--- src/flp_map.svh ---
// Register offsets, field positions, reset values and timing counts for the FLP block
`ifndef FLP_MAP_SVH
`define FLP_MAP_SVH

// Management register offsets
`define REG_BASIC_CTRL      5'h00
`define REG_MMD_CTRL        5'h0D
`define REG_MMD_DATA        5'h0E

// Basic control fields
`define CTRL_RESTART_AN_BIT 9
`define CTRL_AN_EN_BIT      12
`define CTRL_AN_EN_RESET    1'b1

// MMD access control fields
`define MMD_FUNC_MSB        15
`define MMD_FUNC_LSB        14
`define MMD_DEVAD_MSB       4
`define MMD_DEVAD_TIMING    5'h00

// MMD timing registers, interval counted in reference clock ticks
`define MMD_REG_BTB_LO      16'h0003
`define MMD_REG_BTB_HI      16'h0004
`define BTB_LO_RESET        16'h0D40
`define BTB_HI_RESET        16'h0003
`define BTB_MIN_TICKS       20'h3_0D40
`define BTB_MAX_TICKS       20'h9_27C0

// Management frame layout
`define PREAMBLE_BITS       6'h20
`define HDR_LAST_BIT        5'h0D
`define DATA_LAST_BIT       5'h0F
`define OP_WRITE            2'b01
`define OP_READ             2'b10

// Clocking: 100 MHz system clock, 25 MHz reference tick
`define SYS_CLK_NS          10
`define REF_TICK_LAST       2'h3

// Burst shape
`define FLP_PW_NS           100
`define FLP_CTD_NS          64000
`define FLP_PW_CYCLES       (`FLP_PW_NS / `SYS_CLK_NS)
`define FLP_CTD_CYCLES      (`FLP_CTD_NS / `SYS_CLK_NS)
`define FLP_LAST_SLOT       6'h20

`endif

--- src/flp_pkg.sv ---
// Types shared by the FLP timing block
package flp_pkg;

    typedef enum logic [1:0] {
        MD_PRE  = 2'b00,
        MD_HDR  = 2'b01,
        MD_TA   = 2'b10,
        MD_DATA = 2'b11
    } md_state_t;

    typedef enum logic [2:0] {
        FL_IDLE    = 3'b000,
        FL_LOAD_LO = 3'b001,
        FL_LOAD_HI = 3'b010,
        FL_LATCH   = 3'b011,
        FL_BURST   = 3'b100,
        FL_GAP     = 3'b101
    } flp_state_t;

    typedef enum logic [1:0] {
        MMD_FN_ADDR    = 2'b00,
        MMD_FN_DATA    = 2'b01,
        MMD_FN_INC_RW  = 2'b10,
        MMD_FN_INC_WR  = 2'b11
    } mmd_func_t;

endpackage

--- src/mmd_mem_if.sv ---
// Carrier between the register logic and the MMD register store
`timescale 1ns/1ns
interface mmd_mem_if #(
    parameter int unsigned AW = 4
);
    logic          wr_en;
    logic [AW-1:0] wr_addr;
    logic [15:0]   wr_data;
    logic [AW-1:0] rda_addr;
    logic [15:0]   rda_data;
    logic [AW-1:0] rdb_addr;
    logic [15:0]   rdb_data;

    modport owner (
        output wr_en,
        output wr_addr,
        output wr_data,
        output rda_addr,
        output rdb_addr,
        input  rda_data,
        input  rdb_data
    );

    modport store (
        input  wr_en,
        input  wr_addr,
        input  wr_data,
        input  rda_addr,
        input  rdb_addr,
        output rda_data,
        output rdb_data
    );
endinterface

--- src/flp_mmd_store.sv ---
// MMD device register store with two registered read ports
`timescale 1ns/1ns
`include "flp_map.svh"
module flp_mmd_store #(
    parameter int unsigned DEPTH = 16,
    parameter int unsigned AW    = 4
) (
    // Clock and reset
    input  wire logic sys_clk,
    input  wire logic resetn,
    // Access port
    mmd_mem_if.store  mem
);

    logic [15:0] regs_ff [DEPTH];

    // Timing registers come up at the 8 ms default
    function automatic logic [15:0] reset_value(input int unsigned idx);
        logic [15:0] v;
        v = 16'h0000;
        if (idx == int'(`MMD_REG_BTB_LO)) begin
            v = `BTB_LO_RESET;
        end else if (idx == int'(`MMD_REG_BTB_HI)) begin
            v = `BTB_HI_RESET;
        end
        return v;
    endfunction

    always_ff @(posedge sys_clk or negedge resetn) begin
        if (!resetn) begin
            for (int unsigned i = 0; i < DEPTH; i++) begin
                regs_ff[i] <= reset_value(i);
            end
        end else if (mem.wr_en) begin
            regs_ff[mem.wr_addr] <= mem.wr_data;
        end
    end

    always_ff @(posedge sys_clk or negedge resetn) begin
        if (!resetn) begin
            mem.rda_data <= 16'h0000;
            mem.rdb_data <= 16'h0000;
        end else begin
            mem.rda_data <= regs_ff[mem.rda_addr];
            mem.rdb_data <= regs_ff[mem.rdb_addr];
        end
    end

endmodule

--- src/flp_burst_timing_config.sv ---
// FLP burst generator with management-programmable burst interval
`timescale 1ns/1ns
`include "flp_map.svh"
module flp_burst_timing_config #(
    parameter int unsigned CTD_CYCLES = `FLP_CTD_CYCLES,
    parameter int unsigned PW_CYCLES  = `FLP_PW_CYCLES,
    parameter int unsigned MMD_DEPTH  = 16,
    parameter int unsigned MMD_AW     = 4
) (
    // Clock and reset
    input  wire logic        sys_clk,
    input  wire logic        resetn,
    // Management serial interface
    input  wire logic        mdc,
    input  wire logic        mdio_in,
    output logic             mdio_out,
    output logic             mdio_oe,
    input  wire logic [4:0]  phy_addr,
    // Auto-negotiation
    input  wire logic [15:0] an_code_word,
    output logic             an_enabled,
    // Line side
    output logic             flp_pulse,
    output logic             flp_burst_active
);

    mmd_mem_if #(.AW(MMD_AW)) mem_bus ();

    flp_mmd_store #(
        .DEPTH (MMD_DEPTH),
        .AW    (MMD_AW)
    ) u_store (
        .sys_clk (sys_clk),
        .resetn  (resetn),
        .mem     (mem_bus.store)
    );

    // Management frame state
    flp_pkg::md_state_t md_state_ff;
    logic [5:0]         pre_cnt_ff;
    logic [4:0]         bit_cnt_ff;
    logic [13:0]        hdr_ff;
    logic [15:0]        wdata_ff;
    logic [15:0]        rdata_ff;
    logic               mdc_prev_ff;
    logic               mdio_out_ff;
    logic               mdio_oe_ff;

    // Register state
    logic               an_en_ff;
    logic               restart_pend_ff;
    flp_pkg::mmd_func_t mmd_func_ff;
    logic [4:0]         mmd_devad_ff;
    logic [15:0]        mmd_addr_ff;

    // Burst generator state
    flp_pkg::flp_state_t fl_state_ff;
    logic [1:0]          ref_div_ff;
    logic [15:0]         btb_lo_ff;
    logic [19:0]         interval_ff;
    logic [19:0]         btb_cnt_ff;
    logic [13:0]         slot_cnt_ff;
    logic [5:0]          slot_idx_ff;
    logic [15:0]         code_ff;
    logic                flp_pulse_ff;

    logic               mdc_rise;
    logic               req_ok;
    logic               is_rd;
    logic               is_wr;
    logic [4:0]         req_reg;
    logic               wr_commit;
    logic               rd_done;
    logic [15:0]        wr_word;
    logic               mmd_hit;
    logic               mmd_data_fn;
    logic               mmd_inc_wr;
    logic               mmd_inc_rd;
    logic [15:0]        read_word;
    logic               ref_tick;
    logic               restart_take;
    logic               slot_end;
    logic               pulse_slot;

    // Interval clamped so the spacing never leaves its legal window
    function automatic logic [19:0] clamp_btb(input logic [31:0] ticks);
        logic [19:0] v;
        if (ticks < {12'h000, `BTB_MIN_TICKS}) begin
            v = `BTB_MIN_TICKS;
        end else if (ticks > {12'h000, `BTB_MAX_TICKS}) begin
            v = `BTB_MAX_TICKS;
        end else begin
            v = ticks[19:0];
        end
        return v;
    endfunction

    // Only MMD device 0 words that exist in the store are addressable
    function automatic logic mmd_in_range(input logic [4:0] devad, input logic [15:0] addr);
        return (devad == `MMD_DEVAD_TIMING) && ({16'h0000, addr} < 32'(MMD_DEPTH));
    endfunction

    assign mdc_rise    = mdc & ~mdc_prev_ff;
    assign req_reg     = hdr_ff[4:0];
    assign req_ok      = (hdr_ff[13:12] == 2'b01) && (hdr_ff[9:5] == phy_addr);
    assign is_rd       = req_ok && (hdr_ff[11:10] == `OP_READ);
    assign is_wr       = req_ok && (hdr_ff[11:10] == `OP_WRITE);
    assign wr_word     = {wdata_ff[14:0], mdio_in};
    assign wr_commit   = mdc_rise && (md_state_ff == flp_pkg::MD_DATA)
                         && (bit_cnt_ff == `DATA_LAST_BIT) && is_wr;
    assign rd_done     = mdc_rise && (md_state_ff == flp_pkg::MD_DATA)
                         && (bit_cnt_ff == `DATA_LAST_BIT) && is_rd;
    assign mmd_hit     = mmd_in_range(mmd_devad_ff, mmd_addr_ff);
    assign mmd_data_fn = (mmd_func_ff != flp_pkg::MMD_FN_ADDR);
    assign mmd_inc_wr  = (mmd_func_ff == flp_pkg::MMD_FN_INC_RW)
                         || (mmd_func_ff == flp_pkg::MMD_FN_INC_WR);
    assign mmd_inc_rd  = (mmd_func_ff == flp_pkg::MMD_FN_INC_RW);

    // Store ports: host side follows the latched MMD address
    assign mem_bus.wr_en    = wr_commit && (req_reg == `REG_MMD_DATA)
                              && mmd_data_fn && mmd_hit;
    assign mem_bus.wr_addr  = mmd_addr_ff[MMD_AW-1:0];
    assign mem_bus.wr_data  = wr_word;
    assign mem_bus.rda_addr = mmd_addr_ff[MMD_AW-1:0];
    assign mem_bus.rdb_addr = MMD_AW'((fl_state_ff == flp_pkg::FL_LOAD_LO)
                              ? `MMD_REG_BTB_LO : `MMD_REG_BTB_HI);

    // Read value chosen when the turnaround starts, one mdc period after the last header bit
    always_comb begin
        read_word = 16'h0000;
        case (req_reg)
            `REG_BASIC_CTRL: begin
                read_word[`CTRL_AN_EN_BIT]      = an_en_ff;
                read_word[`CTRL_RESTART_AN_BIT] = restart_pend_ff;
            end
            `REG_MMD_CTRL: begin
                read_word = {mmd_func_ff, 9'h000, mmd_devad_ff};
            end
            `REG_MMD_DATA: begin
                if (!mmd_data_fn) begin
                    read_word = mmd_addr_ff;
                end else if (mmd_hit) begin
                    read_word = mem_bus.rda_data;
                end
            end
            default: read_word = 16'h0000;
        endcase
    end

    always_ff @(posedge sys_clk or negedge resetn) begin
        if (!resetn) begin
            // Pin idles high, so no false edge follows reset
            mdc_prev_ff <= 1'b1;
        end else begin
            mdc_prev_ff <= mdc;
        end
    end

    // Management frame receiver and read-data driver
    always_ff @(posedge sys_clk or negedge resetn) begin
        if (!resetn) begin
            md_state_ff <= flp_pkg::MD_PRE;
            pre_cnt_ff  <= 6'h00;
            bit_cnt_ff  <= 5'h00;
            hdr_ff      <= 14'h0000;
            wdata_ff    <= 16'h0000;
            rdata_ff    <= 16'h0000;
            mdio_out_ff <= 1'b0;
            mdio_oe_ff  <= 1'b0;
        end else if (mdc_rise) begin
            case (md_state_ff)
                flp_pkg::MD_PRE: begin
                    if (mdio_in) begin
                        if (pre_cnt_ff != `PREAMBLE_BITS) begin
                            pre_cnt_ff <= pre_cnt_ff + 6'h01;
                        end
                    end else if (pre_cnt_ff == `PREAMBLE_BITS) begin
                        md_state_ff <= flp_pkg::MD_HDR;
                        hdr_ff      <= 14'h0000;
                        bit_cnt_ff  <= 5'h01;
                        pre_cnt_ff  <= 6'h00;
                    end else begin
                        pre_cnt_ff <= 6'h00;
                    end
                end
                flp_pkg::MD_HDR: begin
                    hdr_ff     <= {hdr_ff[12:0], mdio_in};
                    bit_cnt_ff <= bit_cnt_ff + 5'h01;
                    if (bit_cnt_ff == `HDR_LAST_BIT) begin
                        md_state_ff <= flp_pkg::MD_TA;
                        bit_cnt_ff  <= 5'h00;
                    end
                end
                flp_pkg::MD_TA: begin
                    if (bit_cnt_ff == 5'h00) begin
                        bit_cnt_ff <= 5'h01;
                        rdata_ff   <= read_word;
                        if (is_rd) begin
                            mdio_oe_ff  <= 1'b1;
                            mdio_out_ff <= 1'b0;
                        end
                    end else begin
                        md_state_ff <= flp_pkg::MD_DATA;
                        bit_cnt_ff  <= 5'h00;
                        if (is_rd) begin
                            mdio_out_ff <= rdata_ff[15];
                            rdata_ff    <= {rdata_ff[14:0], 1'b0};
                        end
                    end
                end
                flp_pkg::MD_DATA: begin
                    wdata_ff   <= wr_word;
                    bit_cnt_ff <= bit_cnt_ff + 5'h01;
                    if (is_rd) begin
                        mdio_out_ff <= rdata_ff[15];
                        rdata_ff    <= {rdata_ff[14:0], 1'b0};
                    end
                    if (bit_cnt_ff == `DATA_LAST_BIT) begin
                        md_state_ff <= flp_pkg::MD_PRE;
                        bit_cnt_ff  <= 5'h00;
                        mdio_oe_ff  <= 1'b0;
                        mdio_out_ff <= 1'b0;
                    end
                end
                default: begin
                    md_state_ff <= flp_pkg::MD_PRE;
                    mdio_oe_ff  <= 1'b0;
                end
            endcase
        end
    end

    // Basic control: enable and restart; a new restart beats the loader's clear
    always_ff @(posedge sys_clk or negedge resetn) begin
        if (!resetn) begin
            an_en_ff        <= `CTRL_AN_EN_RESET;
            restart_pend_ff <= 1'b1;
        end else begin
            if (restart_take) begin
                restart_pend_ff <= 1'b0;
            end
            if (wr_commit && (req_reg == `REG_BASIC_CTRL)) begin
                an_en_ff <= wr_word[`CTRL_AN_EN_BIT];
                if (wr_word[`CTRL_RESTART_AN_BIT]
                    || (wr_word[`CTRL_AN_EN_BIT] && !an_en_ff)) begin
                    restart_pend_ff <= 1'b1;
                end
            end
        end
    end

    // Indirect MMD access: function and device, then address or data
    always_ff @(posedge sys_clk or negedge resetn) begin
        if (!resetn) begin
            mmd_func_ff  <= flp_pkg::MMD_FN_ADDR;
            mmd_devad_ff <= 5'h00;
            mmd_addr_ff  <= 16'h0000;
        end else if (wr_commit && (req_reg == `REG_MMD_CTRL)) begin
            mmd_func_ff  <= flp_pkg::mmd_func_t'(wr_word[`MMD_FUNC_MSB:`MMD_FUNC_LSB]);
            mmd_devad_ff <= wr_word[`MMD_DEVAD_MSB:0];
        end else if (wr_commit && (req_reg == `REG_MMD_DATA)) begin
            if (!mmd_data_fn) begin
                mmd_addr_ff <= wr_word;
            end else if (mmd_inc_wr) begin
                mmd_addr_ff <= mmd_addr_ff + 16'h0001;
            end
        end else if (rd_done && (req_reg == `REG_MMD_DATA) && mmd_inc_rd) begin
            mmd_addr_ff <= mmd_addr_ff + 16'h0001;
        end
    end

    // Reference tick: interval registers count 25 MHz periods
    always_ff @(posedge sys_clk or negedge resetn) begin
        if (!resetn) begin
            ref_div_ff <= 2'h0;
        end else begin
            ref_div_ff <= ref_div_ff + 2'h1;
        end
    end

    assign ref_tick     = (ref_div_ff == `REF_TICK_LAST);
    assign restart_take = restart_pend_ff && an_en_ff && (fl_state_ff != flp_pkg::FL_LOAD_LO)
                          && (fl_state_ff != flp_pkg::FL_LOAD_HI)
                          && (fl_state_ff != flp_pkg::FL_LATCH);
    assign slot_end     = (slot_cnt_ff == 14'(CTD_CYCLES - 1));
    // Even slots are clock pulses, odd slots carry code bits
    assign pulse_slot   = !slot_idx_ff[0] || code_ff[slot_idx_ff[4:1]];

    // Burst sequencer: the interval is only picked up on a restart
    always_ff @(posedge sys_clk or negedge resetn) begin
        if (!resetn) begin
            fl_state_ff  <= flp_pkg::FL_IDLE;
            btb_lo_ff    <= 16'h0000;
            interval_ff  <= `BTB_MIN_TICKS;
            btb_cnt_ff   <= 20'h0_0000;
            slot_cnt_ff  <= 14'h0000;
            slot_idx_ff  <= 6'h00;
            code_ff      <= 16'h0000;
            flp_pulse_ff <= 1'b0;
        end else if (!an_en_ff) begin
            fl_state_ff  <= flp_pkg::FL_IDLE;
            flp_pulse_ff <= 1'b0;
        end else if (restart_take) begin
            fl_state_ff  <= flp_pkg::FL_LOAD_LO;
            flp_pulse_ff <= 1'b0;
        end else begin
            case (fl_state_ff)
                flp_pkg::FL_IDLE: begin
                    flp_pulse_ff <= 1'b0;
                end
                flp_pkg::FL_LOAD_LO: begin
                    fl_state_ff <= flp_pkg::FL_LOAD_HI;
                end
                flp_pkg::FL_LOAD_HI: begin
                    btb_lo_ff   <= mem_bus.rdb_data;
                    fl_state_ff <= flp_pkg::FL_LATCH;
                end
                flp_pkg::FL_LATCH: begin
                    interval_ff <= clamp_btb({mem_bus.rdb_data, btb_lo_ff});
                    fl_state_ff <= flp_pkg::FL_BURST;
                    btb_cnt_ff  <= 20'h0_0000;
                    slot_cnt_ff <= 14'h0000;
                    slot_idx_ff <= 6'h00;
                    code_ff     <= an_code_word;
                end
                flp_pkg::FL_BURST: begin
                    if (ref_tick) begin
                        btb_cnt_ff <= btb_cnt_ff + 20'h0_0001;
                    end
                    flp_pulse_ff <= (slot_cnt_ff < 14'(PW_CYCLES)) && pulse_slot;
                    slot_cnt_ff  <= slot_end ? 14'h0000 : slot_cnt_ff + 14'h0001;
                    if (slot_end) begin
                        slot_idx_ff <= slot_idx_ff + 6'h01;
                        if (slot_idx_ff == `FLP_LAST_SLOT) begin
                            fl_state_ff <= flp_pkg::FL_GAP;
                        end
                    end
                end
                flp_pkg::FL_GAP: begin
                    flp_pulse_ff <= 1'b0;
                    if (ref_tick) begin
                        if (btb_cnt_ff >= interval_ff - 20'h0_0001) begin
                            fl_state_ff <= flp_pkg::FL_BURST;
                            btb_cnt_ff  <= 20'h0_0000;
                            slot_cnt_ff <= 14'h0000;
                            slot_idx_ff <= 6'h00;
                            code_ff     <= an_code_word;
                        end else begin
                            btb_cnt_ff <= btb_cnt_ff + 20'h0_0001;
                        end
                    end
                end
                default: begin
                    fl_state_ff <= flp_pkg::FL_IDLE;
                end
            endcase
        end
    end

    assign mdio_out         = mdio_out_ff;
    assign mdio_oe          = mdio_oe_ff;
    assign an_enabled       = an_en_ff;
    assign flp_pulse        = flp_pulse_ff;
    assign flp_burst_active = (fl_state_ff == flp_pkg::FL_BURST);

endmodule

--- config.mk ---
export PLATFORM = sky130hd
export DESIGN_NAME = flp_burst_timing_config
export DESIGN_NICKNAME = d
export VERILOG_FILES = /design/src/flp_pkg.sv /design/src/mmd_mem_if.sv /design/src/flp_mmd_store.sv /design/src/flp_burst_timing_config.sv
export VERILOG_INCLUDE_DIRS = /design/src
export SDC_FILE = /design/constraint.sdc
export NUM_CORES = 1
export LEC_CHECK = 0
export BUFFER_PORTS_ARGS = -buffer_cell sky130_fd_sc_hd__buf_4
export CAP_MARGIN = 20
export CORE_UTILIZATION = 40
export DETAILED_ROUTE_END_ITERATION = 16
export HOLD_SLACK_MARGIN = 0.1
export PLACE_DENSITY = 0.65
export SLEW_MARGIN = 20
export SYNTH_ARGS = -nofsm -noshare
export SYNTH_HDL_FRONTEND = slang
export SYNTH_SLANG_ARGS = --single-unit
--- constraint.sdc ---
create_clock -name sys_clk -period 11.9 [get_ports sys_clk]
set_input_delay 1.785 -clock sys_clk [delete_from_list [all_inputs] [get_ports sys_clk]]
set_output_delay 1.785 -clock sys_clk [all_outputs]
set_load 0.05 [all_outputs]
==> impl_metrics.csv <==
group,metric,value,unit
outcome,outcome,"completed",
worst_setup_path,r2r-end,"slot_idx_ff[2]$_DFFE_PN0P_",
sta,timing.final.crit_share,41.6,%
worst_setup_path,r2r_slack,6950,ps
grt,grt_max_degree,148,
worst_setup_path,critPathLaunchType,"flop",
cells_and_area,antenna_cells,0,
yosys,async_flop_share,100,%
die,core,0.0579,mm²
worst_setup_path,cp-end-kind,"flop",
route,post_drt_wl_per_cell,21.2,µm
worst_setup_path,critPathMaxStageDelay,770,ps
cells_and_area,nNetsFinal,1841,
place,placedCellCount,2486,
die,dieArea,0.0599,mm²
worst_setup_path,crit_buf_inv,1,
sta,rsz0062_at_grt,"no",
clock_tree,cts_buffer_depth,3,
clock_tree,cts_tree,"yes",
yosys,syn_inst,1800,
grt,grt_usage,18.7,%
worst_hold_path,worstHoldStart,"ref_div_ff[0]$_DFF_PN0_",
worst_setup_path,cp_data_required_time,12370,ps
yosys,synth_warnings,0,
route,ant_nets,0,
clock_tree,root_buffer,"clkbuf_16",
sta,setup_viol_count_final,0,
worst_hold_path,hold_end,"ref_div_ff[0]$_DFF_PN0_",
yosys,syn_nets,1867,
yosys,avgSynthCellArea,13.1,µm²
route,drt_wl_total,54.7,mm
power_and_ir_drop,p_leak,12.6,nW
clock_tree,cts_setup_buffers,0,
yosys,synth_cell_types,80,
sta,fin_crit,4950,ps
sta,fin_skew,13.4,ps
die,start_util,40.7,%
sta,finalHoldViolations,0,
grt,grt_pass1_vias,15300,
yosys,syn-cell-area,0.0236,mm²
yosys,ys_seq_elements,472,
cells_and_area,drive_gt1_share,32.8,%
die,die_h,245,µm
worst_hold_path,hold_depth,1,
sta,worst_pin_slew,1120,ps
cells_and_area,fillers,5191,
power_and_ir_drop,ir_drop,0.104,mV
worst_setup_path,r2r-start,"interval_ff[3]$_DFFE_PN0P_",
power_and_ir_drop,total_power,3.25,mW
clock_tree,clk_pin_slew,60,ps
yosys,synth_edf_count,0,
route,drc_errors,0,
route,dr.first_iter.drc_count,1117,
route,vias,14700,
clock_tree,clk_latency,590,ps
worst_setup_path,worst_ep_arrival_time,5420,ps
place,dp_hpwl,33.7,mm
route,met1_length,25.5,mm
die,rows,88,
cells_and_area,fin_util,44.9,%
die,io_pins,30,
route,routed-wl-met2,25.4,mm
cells_and_area,instances_no_fill,2577,
cells_and_area,postLayoutCellArea,0.0260,mm²
place,gp_congestion,0.828,
yosys,ys_seq_area_share,50.2,%
grt,antenna_found_initial,0,
worst_setup_path,worstSetupPathType,"reg2reg",
place,dpl_worst_slack,6950,ps
route,route.met3.wl,2.34,mm
grt,grt_pass1_wl,88.5,mm
sta,maxSlewHeadroom,25.5,%
route,dr.pass1.iters,5,
clock_tree,holdBufCountCts,0,
clock_tree,cts.sinks,472,
sta,fmax,202,MHz
clock_tree,numCtsBuffers,49,
yosys,ys.flop_type,"dfrtp_1",
worst_setup_path,path_cells,"or3_1 -> or3b_2 -> nor4_2 -> nand2_1 -> nor4_1 -> xnor2_1 -> ha_1 -> and4_1 -> and4_1 -> a221oi_1 -> o31a_1 -> nor3_4 -> buf_4 -> nor4_1",
route,top_layer_used,"met4",
die,die_width,245,µm
sta,hold_ws,432,ps
worst_setup_path,crit_slowest_cell,"o31a_1",
grt,grt_overflow_total,0,
sta,fin_ws,6950,ps
sta,setup_tns,0,ps
worst_setup_path,path_max_fanout,20,
cells_and_area,syn_to_final_growth,10.4,%
clock_tree,cts_max_level,2,
clock_tree,post_cts_resized,0,
place,postPlaceCellArea,0.0243,mm²
job,drv_cap,0,
place,io_buffers,29,
worst_hold_path,min_path_type,"reg2reg",
worst_setup_path,ff2ff_path_depth,14,
sta,slew_violations,0,
worst_setup_path,cp_top_family,"simple AND/OR/NAND/NOR gates",
route,routed_via_density,5.71,
power_and_ir_drop,p_per_area,125,mW/mm²
-- power by group --
| group | leakage, nW | internal (mW) | switching, mW |
|---|---|---|---|
| clock | 0.825 | 0.943 | 0.643 |
| combinational | 5.35 | 0.0128 | 0.0427 |
| sequential | 6.45 | 1.61 | 0.00324 |
-- state kept, by name (all words and copies together) (netlist names), 3 cells and up --
signal / cells
mmd_addr_ff: 16
fl_state_ff: 3
rdata_ff: 16
u_store.mem.rda_data: 16
wdata_ff: 15
bit_cnt_ff: 5
hdr_ff: 14
code_ff: 16
interval_ff: 20
u_store.mem.rdb_data: 16
btb_lo_ff: 16
slot_idx_ff: 6
btb_cnt_ff: 20
mmd_devad_ff: 5
slot_cnt_ff: 14
u_store.regs_ff: 256
pre_cnt_ff: 6
-- synth_stat cells (8+ instances only) --
| cell type | n | share of area, % |
|---|---|---|
| dfrtp_1 | 457 | 49 |
| mux2_2 | 203 | 9.7 |
| mux2_4 | 120 | 7.6 |
| nand2_1 | 92 | 1.5 |
| mux4_2 | 85 | 8.1 |
| nor2_1 | 85 | 1.4 |
| clkbuf_1 | 78 | 1.2 |
| o21ai_0 | 63 | 1.3 |
| inv_1 | 61 | 0.97 |
| a21oi_1 | 49 | 1.0 |
| ha_1 | 42 | 2.2 |
| nand3_1 | 31 | 0.66 |
| nor3_1 | 29 | 0.62 |
| a22o_1 | 26 | 0.97 |
| xnor2_1 | 23 | 0.86 |
| nand4_1 | 22 | 0.58 |
| xor2_1 | 18 | 0.67 |
| buf_1 | 16 | 0.25 |
| dfstp_2 | 15 | 1.7 |
| a22oi_1 | 14 | 0.45 |
| buf_2 | 13 | 0.28 |
| nor4_1 | 13 | 0.35 |
| o31ai_1 | 13 | 0.41 |
| buf_6 | 12 | 0.57 |
| nand2_4 | 12 | 0.57 |
| o22ai_1 | 12 | 0.32 |
| or3_1 | 12 | 0.32 |
| nor2b_1 | 11 | 0.29 |
| o221ai_1 | 10 | 0.37 |
| a221o_1 | 9 | 0.38 |
| o32ai_1 | 9 | 0.33 |
| and3_1 | 8 | 0.21 |
| or4_1 | 8 | 0.25 |
-- final cells by class --
| cell class | count | area [µm²] | area share, % |
|---|---|---|---|
| sequential | 472 | 11800 | 45.5 |
| multi-input combinational | 1145 | 11000 | 42.1 |
| clock buffer | 73 | 1480 | 5.68 |
| tap | 765 | 957 | 3.68 |
| timing repair buffer | 44 | 354 | 1.36 |
| inverter | 62 | 233 | 0.895 |
| clock inverter | 16 | 193 | 0.741 |
-- kinds of logic after synthesis --
| group | count (synthesis) | synth area share, % |
|---|---|---|
| flip-flops | 472 | 50.2 |
| multiplexers | 413 | 25.7 |
| AND/OR/NAND/NOR | 388 | 9.43 |
| AO/OA/AOI/OAI | 261 | 7.50 |
| buffers and inverters | 183 | 3.40 |
| adder cells (fa/ha/maj) | 42 | 2.23 |
| XOR/XNOR | 41 | 1.52 |
-- cells in the final DEF, fill, tap and decap left out, drive strengths merged, types with 8 or more instances in the layout --
cell,n
xnor2,23
nand4,25
and3,8
buf,44
o22ai,12
o31ai,13
mux4,85
o21ai,64
nand2,104
nor2,85
inv,64
o221ai,10
nor2b,11
or3,12
nor4,22
dfrtp,457
clkinv,8
a22o,26
dfstp,15
mux2,323
nand3,34
ha,42
and2,8
or4,8
clkbuf,73
a21oi,49
xor2,18
a221o,9
nor3,32
a22oi,14
o32ai,9
-- layer usage --
metal	vias up	GRT usage, %
met5	-	0
met4	0	5.35
met3	83	2.86
met2	346	29.3
met1	7682	26.8
li1	6602	-
-- worst max path at each step --
stage                                           from                         end  cells past startpoint
after detailed placement  interval_ff[3]$_DFFE_PN0P_  slot_idx_ff[2]$_DFFE_PN0P_                     14
final                     interval_ff[3]$_DFFE_PN0P_  slot_idx_ff[2]$_DFFE_PN0P_                     14
after CTS                 interval_ff[3]$_DFFE_PN0P_  slot_idx_ff[2]$_DFFE_PN0P_                     14
after global placement    interval_ff[3]$_DFFE_PN0P_      code_ff[7]$_DFFE_PN0P_                     14
after global routing      interval_ff[3]$_DFFE_PN0P_  slot_idx_ff[2]$_DFFE_PN0P_                     14
after floorplan           interval_ff[3]$_DFFE_PN0P_     code_ff[10]$_DFFE_PN0P_                     14
-- worst reg2reg max path, stage by stage (launching register included) --
cell      delay, ps
dfrtp_1         410
or3_1           420
or3b_2          540
nor4_2          340
nand2_1         120
nor4_1          240
xnor2_1         170
ha_1            260
and4_1          210
and4_1          190
a221oi_1        330
o31a_1          770
nor3_4          220
buf_4           290
nor4_1          330
Note: power is estimated with default switching activity, not from simulation.
